File: src/hdl/cpu_addr_decoder_pkg.sv
/*
 * Constants and types of the operand addressing and length decoder.
 * Assumes an 8-bit opcode split into a 3-bit mode field and 5-bit op.
 */
package cpu_addr_decoder_pkg;
    // Prebyte codes that precede an opcode
    localparam logic [7:0] Y_INDEX_PREBYTE = 8'h90;
    localparam logic [7:0] Y_INDIRECT_PREBYTE = 8'h91;
    localparam logic [7:0] INDIRECT_PREBYTE = 8'h92;
    // Opcode layout: mode field above the operation field
    localparam int MODE_FIELD_LSB = 5;
    // Mode field codes
    localparam logic [2:0] FLD_INHERENT = 3'h0, FLD_IMMEDIATE = 3'h1,
        FLD_DIR_SHORT = 3'h2, FLD_DIR_LONG = 3'h3, FLD_IDX_NONE = 3'h4,
        FLD_IDX_SHORT = 3'h5, FLD_IDX_LONG = 3'h6, FLD_RELATIVE = 3'h7;
    // Operation codes of memory forms; 00..0D also have register forms
    localparam logic [4:0] OP_LD = 5'h00, OP_LAST_REG_FORM = 5'h0D,
        OP_CP = 5'h0E, OP_SBC = 5'h16, OP_BSET = 5'h17, OP_BRES = 5'h18,
        OP_BTJT = 5'h19, OP_BTJF = 5'h1A, OP_JP = 5'h1C;
    localparam logic [3:0] INH_OP_LAST = 4'hD;
    localparam logic [4:0] REL_OP_LAST = 5'h12, REL_OP_CALL = 5'h13;
    // Instruction identifiers, 63 in all (00..3E)
    localparam logic [5:0] ID_INH_BASE = 6'h1D, ID_TRAP = 6'h1E,
        ID_WAIT_FOR_INTERRUPT = 6'h1F, ID_HALT = 6'h20,
        ID_SET_INTERRUPT_MASK = 6'h23, ID_CLEAR_INTERRUPT_MASK = 6'h24,
        ID_REL_BASE = 6'h2B, ID_RELATIVE_SUBROUTINE_CALL = 6'h3E;
    // Interrupt mask encodings I1:I0
    localparam logic [1:0] MASK_LEVEL3 = 2'h3, MASK_LEVEL0 = 2'h2;
    localparam logic [1:0] MASK_RESET = MASK_LEVEL3;
    localparam logic [7:0] PAGE_ZERO = 8'h00;
    localparam logic [2:0] LEN_ONE = 3'h1;
    localparam logic [1:0] ARG_ONE = 2'h1;

    typedef enum logic [4:0] {
        AM_INHERENT, AM_IMMEDIATE, AM_DIR_SHORT, AM_DIR_LONG, AM_IDX_NONE,
        AM_IDX_SHORT, AM_IDX_LONG, AM_IND_SHORT, AM_IND_LONG,
        AM_INDIDX_SHORT, AM_INDIDX_LONG, AM_REL_DIR, AM_REL_IND,
        AM_BIT_DIR, AM_BIT_IND, AM_BITREL_DIR, AM_BITREL_IND
    } addr_mode_t;

    typedef enum logic [3:0] {
        GRP_LOAD, GRP_STACK, GRP_INCDEC, GRP_COMPARE, GRP_LOGIC, GRP_BIT,
        GRP_BITBRANCH, GRP_ARITH, GRP_SHIFT, GRP_JUMP, GRP_CONDBR,
        GRP_INTERRUPT, GRP_FLAGS
    } group_t;

    // Functional group of each instruction identifier
    function automatic group_t group_of(input logic [5:0] id);
        case (id) inside
            [6'h00:6'h01]: group_of = GRP_LOAD;
            [6'h02:6'h03]: group_of = GRP_INCDEC;
            6'h04, [6'h0E:6'h0F]: group_of = GRP_COMPARE;
            [6'h05:6'h06], [6'h10:6'h12]: group_of = GRP_LOGIC;
            [6'h07:6'h0D]: group_of = GRP_SHIFT;
            [6'h13:6'h16], 6'h2A: group_of = GRP_ARITH;
            [6'h17:6'h18]: group_of = GRP_BIT;
            [6'h19:6'h1A]: group_of = GRP_BITBRANCH;
            [6'h1E:6'h20], 6'h22: group_of = GRP_INTERRUPT;
            [6'h23:6'h26]: group_of = GRP_FLAGS;
            [6'h27:6'h29]: group_of = GRP_STACK;
            [6'h2E:6'h3D]: group_of = GRP_CONDBR;
            default: group_of = GRP_JUMP;
        endcase
    endfunction
endpackage

File: src/hdl/cpu_addressing_mode_decoder.sv
/*
 * Operand addressing and instruction length decoder of the 8-bit core.
 * Fetches prebyte, opcode, operand bytes and pointers over a one-read
 * port on the core bus, then reports mode, effective address, length.
 * Assumes memory answers each held request with a one-cycle memAck.
 */
module cpu_addressing_mode_decoder
    import cpu_addr_decoder_pkg::*;
#(
    parameter int ADDR_W = 16
) (
    input wire logic clk_sys,
    input wire logic rst_n,
    input wire logic start,
    input wire logic [ADDR_W-1:0] startPc,
    input wire logic [7:0] indexX,
    input wire logic [7:0] indexY,
    input wire logic memAck,
    input wire logic [7:0] memRdata,
    output logic memReq,
    output logic [ADDR_W-1:0] memAddr,
    output logic busy,
    output logic done,
    output logic illegal,
    output addr_mode_t addrMode,
    output logic [5:0] instrId,
    output group_t instrGroup,
    output logic useY,
    output logic [2:0] instrLength,
    output logic [ADDR_W-1:0] effAddr,
    output logic [7:0] immValue,
    output logic [ADDR_W-1:0] branchTarget,
    output logic [ADDR_W-1:0] nextPc,
    output logic trapReq,
    output logic waitReq,
    output logic haltReq,
    output logic [1:0] intMask
);
    // Logic is written for a 16-bit address space
    if (ADDR_W != 16) begin : g_width_check
        $error("ADDR_W must be 16");
    end

    localparam logic [ADDR_W-1:0] ADDR_ONE = {{(ADDR_W-1){1'b0}}, 1'b1};

    typedef enum logic [2:0] {
        ST_IDLE, ST_OPCODE, ST_ARG, ST_PTR_FIRST, ST_PTR_LOW, ST_FINISH
    } state_t;
    typedef enum logic [1:0] {PRE_NONE, PRE_YSEL, PRE_YIND, PRE_INDSEL} pre_t;
    typedef enum logic [1:0] {PTR_NONE, PTR_BYTE, PTR_WORD} ptr_t;

    logic rstSync1_reg, rstSync2_reg;
    state_t state_reg;
    pre_t prebyte_reg;
    addr_mode_t mode_reg;
    logic [5:0] id_reg;
    logic illegal_reg, useY_reg, memReq_reg, busy_reg;
    logic [1:0] argsLeft_reg;
    logic [2:0] lenCount_reg;
    logic [ADDR_W-1:0] fetchPc_reg, memAddr_reg, argWord_reg, ptrVal_reg;
    logic done_reg, illegalOut_reg, useYOut_reg, trap_reg, wait_reg;
    logic halt_reg;
    addr_mode_t addrMode_reg;
    logic [5:0] instrId_reg;
    group_t instrGroup_reg;
    logic [2:0] instrLength_reg;
    logic [ADDR_W-1:0] effAddr_reg, branchTarget_reg, nextPc_reg;
    logic [7:0] immValue_reg;
    logic [1:0] intMask_reg;
    logic rstInt_n;

    // Reset release through two flip-flops
    always_ff @(posedge clk_sys or negedge rst_n) begin
        if (!rst_n) begin
            rstSync1_reg <= 1'b0;
            rstSync2_reg <= 1'b0;
        end else begin
            rstSync1_reg <= 1'b1;
            rstSync2_reg <= rstSync1_reg;
        end
    end
    assign rstInt_n = rstSync2_reg;

    // Operand bytes that follow the opcode for each mode
    function automatic logic [1:0] args_of(input addr_mode_t m);
        case (m)
            AM_INHERENT, AM_IDX_NONE: args_of = 2'h0;
            AM_DIR_LONG, AM_IDX_LONG: args_of = 2'h2;
            AM_BITREL_DIR, AM_BITREL_IND: args_of = 2'h2;
            default: args_of = ARG_ONE;
        endcase
    endfunction

    // Pointer read that follows the operand bytes
    function automatic ptr_t ptr_of(input addr_mode_t m);
        case (m)
            AM_IND_LONG, AM_INDIDX_LONG: ptr_of = PTR_WORD;
            AM_IND_SHORT, AM_INDIDX_SHORT, AM_REL_IND, AM_BIT_IND,
            AM_BITREL_IND: ptr_of = PTR_BYTE;
            default: ptr_of = PTR_NONE;
        endcase
    endfunction

    // Operations that have both short and long memory forms
    function automatic logic long_ok(input logic [4:0] op);
        long_ok = (op == OP_LD) || (op >= OP_CP && op <= OP_SBC);
    endfunction

    // Opcode and prebyte decode
    logic [2:0] fld;
    logic [4:0] op;
    addr_mode_t decMode;
    logic [5:0] decId;
    logic decIllegal, decUseY, isPrebyte;
    pre_t preKind;
    always_comb begin
        fld = memRdata[7:MODE_FIELD_LSB];
        op = memRdata[MODE_FIELD_LSB-1:0];
        decMode = AM_INHERENT;
        decId = {1'b0, op};
        decIllegal = 1'b0;
        decUseY = 1'b0;
        case (fld)
            FLD_INHERENT: begin
                if (!op[4] && op[3:0] <= INH_OP_LAST) begin
                    decId = ID_INH_BASE + {2'h0, op[3:0]};
                end else if (op[4] && op[3:0] <= OP_LAST_REG_FORM[3:0]) begin
                    decId = {2'h0, op[3:0]};
                end else begin
                    decIllegal = 1'b1;
                end
            end
            FLD_IMMEDIATE: begin
                decMode = AM_IMMEDIATE;
                decIllegal = !long_ok(op);
            end
            FLD_DIR_SHORT: begin
                if (op == OP_BSET || op == OP_BRES) begin
                    decMode = AM_BIT_DIR;
                end else if (op == OP_BTJT || op == OP_BTJF) begin
                    decMode = AM_BITREL_DIR;
                end else begin
                    decMode = AM_DIR_SHORT;
                end
                decIllegal = op > OP_JP;
            end
            FLD_DIR_LONG: begin
                decMode = AM_DIR_LONG;
                decIllegal = !long_ok(op);
            end
            FLD_IDX_NONE, FLD_IDX_SHORT: begin
                decMode = (fld == FLD_IDX_NONE) ? AM_IDX_NONE : AM_IDX_SHORT;
                decIllegal = op > OP_JP || (op >= OP_BSET && op <= OP_BTJF);
            end
            FLD_IDX_LONG: begin
                decMode = AM_IDX_LONG;
                decIllegal = !long_ok(op);
            end
            default: begin
                decMode = AM_REL_DIR;
                if (op <= REL_OP_LAST) begin
                    decId = ID_REL_BASE + {1'b0, op};
                end else if (op == REL_OP_CALL) begin
                    decId = ID_RELATIVE_SUBROUTINE_CALL;
                end else begin
                    decIllegal = 1'b1;
                end
            end
        endcase
        case (prebyte_reg)
            PRE_YSEL: begin
                if (decMode == AM_REL_DIR || decMode == AM_BIT_DIR ||
                        decMode == AM_BITREL_DIR) begin
                    decIllegal = 1'b1;
                end else begin
                    decUseY = 1'b1;
                end
            end
            PRE_INDSEL: begin
                case (decMode)
                    AM_DIR_SHORT: decMode = AM_IND_SHORT;
                    AM_DIR_LONG: decMode = AM_IND_LONG;
                    AM_IDX_SHORT: decMode = AM_INDIDX_SHORT;
                    AM_IDX_LONG: decMode = AM_INDIDX_LONG;
                    AM_REL_DIR: decMode = AM_REL_IND;
                    AM_BIT_DIR: decMode = AM_BIT_IND;
                    AM_BITREL_DIR: decMode = AM_BITREL_IND;
                    default: decIllegal = 1'b1;
                endcase
            end
            PRE_YIND: begin
                decUseY = 1'b1;
                case (decMode)
                    AM_IDX_SHORT: decMode = AM_INDIDX_SHORT;
                    AM_IDX_LONG: decMode = AM_INDIDX_LONG;
                    default: decIllegal = 1'b1;
                endcase
            end
            default: ;
        endcase
        isPrebyte = memRdata == Y_INDEX_PREBYTE ||
            memRdata == Y_INDIRECT_PREBYTE || memRdata == INDIRECT_PREBYTE;
        case (memRdata)
            Y_INDEX_PREBYTE: preKind = PRE_YSEL;
            Y_INDIRECT_PREBYTE: preKind = PRE_YIND;
            default: preKind = PRE_INDSEL;
        endcase
    end

    // Pointer location: bit-test forms carry it ahead of the offset
    logic [ADDR_W-1:0] argShift, ptrAddr;
    logic stopNow;
    always_comb begin
        argShift = {argWord_reg[7:0], memRdata};
        if (mode_reg == AM_BITREL_DIR || mode_reg == AM_BITREL_IND) begin
            ptrAddr = {PAGE_ZERO, argShift[15:8]};
        end else begin
            ptrAddr = {PAGE_ZERO, argShift[7:0]};
        end
        stopNow = decIllegal || (isPrebyte && prebyte_reg != PRE_NONE) ||
            args_of(decMode) == 2'h0;
    end

    // Fetch sequencer: prebyte, opcode, operands, pointer
    always_ff @(posedge clk_sys or negedge rstInt_n) begin
        if (!rstInt_n) begin
            state_reg <= ST_IDLE;
            prebyte_reg <= PRE_NONE;
            mode_reg <= AM_INHERENT;
            id_reg <= '0;
            illegal_reg <= 1'b0;
            useY_reg <= 1'b0;
            argsLeft_reg <= '0;
            lenCount_reg <= '0;
            fetchPc_reg <= '0;
            memAddr_reg <= '0;
            argWord_reg <= '0;
            ptrVal_reg <= '0;
            memReq_reg <= 1'b0;
            busy_reg <= 1'b0;
        end else begin
            case (state_reg)
                ST_IDLE: begin
                    if (start) begin
                        fetchPc_reg <= startPc;
                        memAddr_reg <= startPc;
                        memReq_reg <= 1'b1;
                        busy_reg <= 1'b1;
                        prebyte_reg <= PRE_NONE;
                        lenCount_reg <= '0;
                        argWord_reg <= '0;
                        ptrVal_reg <= '0;
                        state_reg <= ST_OPCODE;
                    end
                end
                ST_OPCODE: begin
                    if (memAck) begin
                        fetchPc_reg <= fetchPc_reg + ADDR_ONE;
                        lenCount_reg <= lenCount_reg + LEN_ONE;
                        memAddr_reg <= fetchPc_reg + ADDR_ONE;
                        if (isPrebyte && prebyte_reg == PRE_NONE) begin
                            prebyte_reg <= preKind;
                        end else begin
                            mode_reg <= decMode;
                            id_reg <= decId;
                            useY_reg <= decUseY;
                            illegal_reg <= decIllegal ||
                                (isPrebyte && prebyte_reg != PRE_NONE);
                            argsLeft_reg <= args_of(decMode);
                            if (stopNow) begin
                                memReq_reg <= 1'b0;
                                state_reg <= ST_FINISH;
                            end else begin
                                state_reg <= ST_ARG;
                            end
                        end
                    end
                end
                ST_ARG: begin
                    if (memAck) begin
                        argWord_reg <= argShift;
                        fetchPc_reg <= fetchPc_reg + ADDR_ONE;
                        lenCount_reg <= lenCount_reg + LEN_ONE;
                        argsLeft_reg <= argsLeft_reg - ARG_ONE;
                        if (argsLeft_reg != ARG_ONE) begin
                            memAddr_reg <= fetchPc_reg + ADDR_ONE;
                        end else if (ptr_of(mode_reg) == PTR_NONE) begin
                            memReq_reg <= 1'b0;
                            state_reg <= ST_FINISH;
                        end else begin
                            memAddr_reg <= ptrAddr;
                            state_reg <= ST_PTR_FIRST;
                        end
                    end
                end
                ST_PTR_FIRST: begin
                    if (memAck) begin
                        if (ptr_of(mode_reg) == PTR_WORD) begin
                            ptrVal_reg[15:8] <= memRdata;
                            memAddr_reg <= memAddr_reg + ADDR_ONE;
                            state_reg <= ST_PTR_LOW;
                        end else begin
                            ptrVal_reg <= {PAGE_ZERO, memRdata};
                            memReq_reg <= 1'b0;
                            state_reg <= ST_FINISH;
                        end
                    end
                end
                ST_PTR_LOW: begin
                    if (memAck) begin
                        ptrVal_reg[7:0] <= memRdata;
                        memReq_reg <= 1'b0;
                        state_reg <= ST_FINISH;
                    end
                end
                ST_FINISH: begin
                    busy_reg <= 1'b0;
                    state_reg <= ST_IDLE;
                end
                default: begin
                    memReq_reg <= 1'b0;
                    busy_reg <= 1'b0;
                    state_reg <= ST_IDLE;
                end
            endcase
        end
    end

    // Effective address and branch target formation
    logic [7:0] idxVal, relOff;
    logic [8:0] shortSum;
    logic [ADDR_W-1:0] eaNext;
    always_comb begin
        idxVal = useY_reg ? indexY : indexX;
        if (mode_reg == AM_INDIDX_SHORT) begin
            shortSum = {1'b0, ptrVal_reg[7:0]} + {1'b0, idxVal};
        end else begin
            shortSum = {1'b0, argWord_reg[7:0]} + {1'b0, idxVal};
        end
        case (mode_reg)
            AM_DIR_SHORT, AM_BIT_DIR:
                eaNext = {PAGE_ZERO, argWord_reg[7:0]};
            AM_BITREL_DIR: eaNext = {PAGE_ZERO, argWord_reg[15:8]};
            AM_DIR_LONG: eaNext = argWord_reg;
            AM_IDX_NONE: eaNext = {PAGE_ZERO, idxVal};
            AM_IDX_SHORT, AM_INDIDX_SHORT:
                eaNext = {{(ADDR_W-9){1'b0}}, shortSum};
            AM_IDX_LONG:
                eaNext = argWord_reg + {PAGE_ZERO, idxVal};
            AM_IND_SHORT, AM_BIT_IND, AM_BITREL_IND:
                eaNext = {PAGE_ZERO, ptrVal_reg[7:0]};
            AM_IND_LONG: eaNext = ptrVal_reg;
            AM_INDIDX_LONG:
                eaNext = ptrVal_reg + {PAGE_ZERO, idxVal};
            default: eaNext = '0;
        endcase
        relOff = (mode_reg == AM_REL_IND) ? ptrVal_reg[7:0] :
            argWord_reg[7:0];
    end

    // Result registers, presented with a one-cycle done pulse
    always_ff @(posedge clk_sys or negedge rstInt_n) begin
        if (!rstInt_n) begin
            done_reg <= 1'b0;
            illegalOut_reg <= 1'b0;
            useYOut_reg <= 1'b0;
            addrMode_reg <= AM_INHERENT;
            instrId_reg <= '0;
            instrGroup_reg <= GRP_LOAD;
            instrLength_reg <= '0;
            effAddr_reg <= '0;
            immValue_reg <= '0;
            branchTarget_reg <= '0;
            nextPc_reg <= '0;
        end else begin
            done_reg <= state_reg == ST_FINISH;
            if (state_reg == ST_FINISH) begin
                illegalOut_reg <= illegal_reg;
                useYOut_reg <= useY_reg;
                addrMode_reg <= mode_reg;
                instrId_reg <= id_reg;
                instrGroup_reg <= group_of(id_reg);
                instrLength_reg <= lenCount_reg;
                effAddr_reg <= eaNext;
                immValue_reg <= argWord_reg[7:0];
                branchTarget_reg <= fetchPc_reg +
                    {{(ADDR_W-8){relOff[7]}}, relOff};
                nextPc_reg <= fetchPc_reg;
            end
        end
    end

    // Control instructions: request pulses and interrupt mask level
    always_ff @(posedge clk_sys or negedge rstInt_n) begin
        if (!rstInt_n) begin
            trap_reg <= 1'b0;
            wait_reg <= 1'b0;
            halt_reg <= 1'b0;
            intMask_reg <= MASK_RESET;
        end else begin
            trap_reg <= 1'b0;
            wait_reg <= 1'b0;
            halt_reg <= 1'b0;
            if (state_reg == ST_FINISH && !illegal_reg) begin
                trap_reg <= id_reg == ID_TRAP;
                wait_reg <= id_reg == ID_WAIT_FOR_INTERRUPT;
                halt_reg <= id_reg == ID_HALT;
                if (id_reg == ID_SET_INTERRUPT_MASK) begin
                    intMask_reg <= MASK_LEVEL3;
                end else if (id_reg == ID_CLEAR_INTERRUPT_MASK) begin
                    intMask_reg <= MASK_LEVEL0;
                end
            end
        end
    end

    assign memReq = memReq_reg;
    assign memAddr = memAddr_reg;
    assign busy = busy_reg;
    assign done = done_reg;
    assign illegal = illegalOut_reg;
    assign addrMode = addrMode_reg;
    assign instrId = instrId_reg;
    assign instrGroup = instrGroup_reg;
    assign useY = useYOut_reg;
    assign instrLength = instrLength_reg;
    assign effAddr = effAddr_reg;
    assign immValue = immValue_reg;
    assign branchTarget = branchTarget_reg;
    assign nextPc = nextPc_reg;
    assign trapReq = trap_reg;
    assign waitReq = wait_reg;
    assign haltReq = halt_reg;
    assign intMask = intMask_reg;
endmodule

File: config.mk
export PLATFORM = sky130hd
export DESIGN_NAME = cpu_addressing_mode_decoder
export DESIGN_NICKNAME = d
export VERILOG_FILES = /design/src/hdl/cpu_addr_decoder_pkg.sv /design/src/hdl/cpu_addressing_mode_decoder.sv
export SDC_FILE = /design/constraint.sdc
export NUM_CORES = 1
export LEC_CHECK = 0
export BUFFER_PORTS_ARGS = -buffer_cell sky130_fd_sc_hd__buf_2
export CAP_MARGIN = 20
export CORE_UTILIZATION = 54
export CTS_CLUSTER_DIAMETER = 150
export DETAILED_ROUTE_END_ITERATION = 8
export PLACE_DENSITY_LB_ADDON = 0.25
export SLEW_MARGIN = 20
export SYNTH_ARGS = -nofsm -noshare
export SYNTH_HDL_FRONTEND = slang
export SYNTH_SLANG_ARGS = --single-unit
export TNS_END_PERCENT = 5
File: constraint.sdc
create_clock -name clk_sys -period 5.02 [get_ports clk_sys]
set_input_delay 1.255 -clock clk_sys [delete_from_list [all_inputs] [get_ports clk_sys]]
set_output_delay 1.255 -clock clk_sys [all_outputs]
set_load 0.005 [all_outputs]
==> impl_metrics.env <==
export IMPL_io_pins=144
export IMPL_wl_per_cell_um=18.8
export IMPL_antenna_left=0
export IMPL_rows=53
export IMPL_start_util_pct=55.1
export IMPL_yosys_area_top_type="dfrtp_1"
export IMPL_finalCritPeriodShare_pct=74.0
export IMPL_synth_warnings=0
export IMPL_clock_latency_ns=0.44
export IMPL_ys_ff_latch=172
export IMPL_skew_ns=0.0140
export IMPL_synth_xor_area_share_pct=4.16
export IMPL_multi_input_area_um2=6760
export IMPL_seqPwrFrac_pct=33.1
export IMPL_whs_ns=0.366
export IMPL_grt_max_degree=99
export IMPL_syn_inst=1409
export IMPL_cts_buffers=17
export IMPL_layout_setup_ws_ns=1.30
export IMPL_seq_area_frac_synth_pct=37.2
export IMPL_synth_edf_count=0
export IMPL_tns_ns=0
export IMPL_grtUsageTotal_pct=30.7
export IMPL_drive_gt1_share_pct=15.6
export IMPL_place_gp_congestion=0.967
export IMPL_status="finished clean"
export IMPL_tightest_slew_ns=1.00
export IMPL_coreArea_um2=21000
export IMPL_cts_setup_buffers=0
export IMPL_synth_adder_area_share_pct=5.38
export IMPL_hold_violations=0
export IMPL_cp_slowest_stage_delay_ns=0.58
export IMPL_path_clk_slew_ns=0.07
export IMPL_synth_area_leaders="dfrtp_1 (37%), nand2_1 (9.0%), ha_1 (4.9%), o21ai_0 (4.7%), a21oi_1 (3.6%)"
export IMPL_critPathMaxFanout=18
export IMPL_grt_pass1_vias=9774
export IMPL_intPower_uw=4290
export IMPL_start_kind="flip-flop"
export IMPL_place_ws_ns=1.24
export IMPL_synth_compound_area_share_pct=23.3
export IMPL_crit_top_cell="nand2_1"
export IMPL_critPathSlowestCell="nand2_1"
export IMPL_hp_class="flip-flop to flip-flop"
export IMPL_grt_pass1_wl_um=53100
export IMPL_regArea_um2=4310
export IMPL_fp_dieH_um=148
export IMPL_final_fill_count=1852
export IMPL_muxShareOfSynthArea_pct=4.02
export IMPL_drc_errors=0
export IMPL_swShare_pct=46.2
export IMPL_cts_tree="done"
export IMPL_pwr_share_comb_pct=48.5
export IMPL_timing_slew_headroom_pct=32.6
export IMPL_drv_cap=0
export IMPL_worstPathArrival_ns=4.03
export IMPL_synth_cell_type_count=89
export IMPL_drt_wl_total_um=33400
export IMPL_dp_final_hpwl_um=24300
export IMPL_htreeDepth=4
export IMPL_drtIter0Drc=1006
export IMPL_drtPass1Iterations=5
export IMPL_crit_family="simple AND/OR/NAND/NOR gates"
export IMPL_yosysTopAreaCellShare_pct=36.9
export IMPL_die_area_um2=22100
export IMPL_period_minus_slack_ns=3.72
export IMPL_antenna_found_initial=0
export IMPL_overflow=0
export IMPL_die_w_um=148
export IMPL_hold_buffers=0
export IMPL_cts_root_buf="clkbuf_16"
export IMPL_cp_cell_sequence="nor3b_2 -> nand2_1 -> nand2_1 -> nand2_1 -> ha_1 -> inv_1 -> fa_1 -> nor2b_1 -> o31a_1 -> nor2_1 -> or4b_1 -> xnor2_1 -> o221ai_1"
export IMPL_endpoint_kind="flip-flop"
export IMPL_synth_simple_gate_area_share_pct=21.4
export IMPL_slew_viol_final=0
export IMPL_nNetsFinal=1585
export IMPL_crit_type="flip-flop to flip-flop"
export IMPL_cts_resized=0
export IMPL_cts_sinks=172
export IMPL_cellPowerDensity_nw_per_um2=612
export IMPL_viasPerCell=6.19
export IMPL_rsz0062_at_grt="false"
export IMPL_syn_area_um2=11600
export IMPL_cp_data_required_time_ns=5.33
export IMPL_leakagePower_uw=0.00607
export IMPL_path_buf_inv=1
export IMPL_async_reset_ff_share_pct=100
export IMPL_synthToLayoutAreaGrowth_pct=12.6
export IMPL_power_switching_uw=3690
export IMPL_ir_worst_vdd_v=0.000411
export IMPL_vias=11000
export IMPL_n_antenna_cell=0
export IMPL_max_freq_ghz=0.269
export IMPL_io_buffers=142
export IMPL_clkPwrFrac_pct=18.4
export IMPL_yosys_most_used_dff="dfrtp_1"
export IMPL_cts_buffer_depth=2
export IMPL_synth_avg_cell_area_um2=8.22
export IMPL_finalSetupViolCount=0
export IMPL_synth_top_family_by_area="compound AO/OA/AOI/OAI gates"
-- routing by layer --
metal | vias up | track usage (%) | routed length, um
li1 | 5220 | - | -
met1 | 5247 | 47.2 | 15800
met2 | 506 | 43.6 | 14300
met3 | 58 | 4.36 | 2510
met4 | 0 | 10.9 | 860
met5 | - | 0 | 0
-- cell usage after synthesis (all sizes together), types with 16 or more instances --
library cell,number
a21o,17
a21oi,85
a22oi,17
buf,30
clkbuf,59
dfrtp,171
ha,45
inv,42
mux2,28
nand2,280
nand3,39
nor2,84
nor3,25
o21ai,153
o31ai,16
xnor2,35
xor2,20
-- per-stage QoR --
step           instance area, um2  power, uW  util [%]  instances
4_1_cts                     13000       7940      62.1       1781
6_report                    13100       7990      62.1       1781
2_1_floorplan               11600       5260         -       1410
3_5_place_dp                12400       6450      58.9       1749
5_1_grt                     13100       8580      62.1       1781
3_3_place_gp                12400       6350      58.9       1749
-- logic make-up (layout without fill, tap and decap cells) --
logic type	after synthesis	in the layout
adder cells (fa/ha/maj)	48	48
AO/OA/AOI/OAI	423	423
flip-flops	172	172
XOR/XNOR	55	55
other	1	2
buffers and inverters	131	227
AND/OR/NAND/NOR	536	536
multiplexers	43	43
-- layout make-up --
type	instances	share of cell area, %
tap	275	2.64
clock inverter	14	1.76
sequential	172	33.0
clock buffer	18	3.37
multi-input combinational	1107	51.8
timing repair buffer	153	6.17
inverter	42	1.21
-- path summary, 6_finish.rpt --
kind	start	endpoint	slack [ns]	depth (start not counted)
setup / recovery	mode_reg[3]	effAddr[14]	1.30	13
hold / removal	rstSync1_reg	rstInt_n	0.37	0
setup reg to reg	mode_reg[3]	effAddr[14]	1.30	13
hold reg to reg	rstSync1_reg	rstInt_n	0.37	0
max in group asynchronous	rstInt_n	immValue[6]	3.48	1
min in group asynchronous	rstInt_n	memAddr[11]	0.48	0
-- cell usage in the layout, fill, tap and decap left out, types with 11 or more instances in the layout --
master / netlist / routed
o21ai_1: 44 / 44
and3_1: 13 / 13
nor2_1: 84 / 84
nand3_1: 39 / 39
nor2b_1: 15 / 15
nand2b_1: 12 / 11
a21oi_1: 84 / 84
xnor2_1: 35 / 35
nand2_1: 279 / 279
a21o_1: 17 / 17
buf_2: 19 / 142
inv_1: 41 / 41
mux2i_1: 15 / 15
clkbuf_16: 0 / 17
o21ai_0: 109 / 109
xor2_1: 20 / 20
ha_1: 45 / 45
a31oi_1: 14 / 14
a211oi_1: 12 / 12
mux2_2: 23 / 23
nor3_1: 23 / 23
a22oi_1: 17 / 17
dfrtp_1: 171 / 170
a221oi_1: 12 / 12
o31ai_1: 15 / 15
-- power groups by stage --
| stage | logic [uW] | registers (uW) | clock network, uW |
|---|---|---|---|
| finish | 3870 | 2650 | 1470 |
| global route | 4310 | 2720 | 1550 |
| CTS | 3840 | 2620 | 1480 |
| detailed placement | 3800 | 2640 | 0 |
| floorplan | 2950 | 2310 | 0 |
| global placement | 3730 | 2620 | 0 |
No activity file was read; power rests on OpenSTA's default activity.
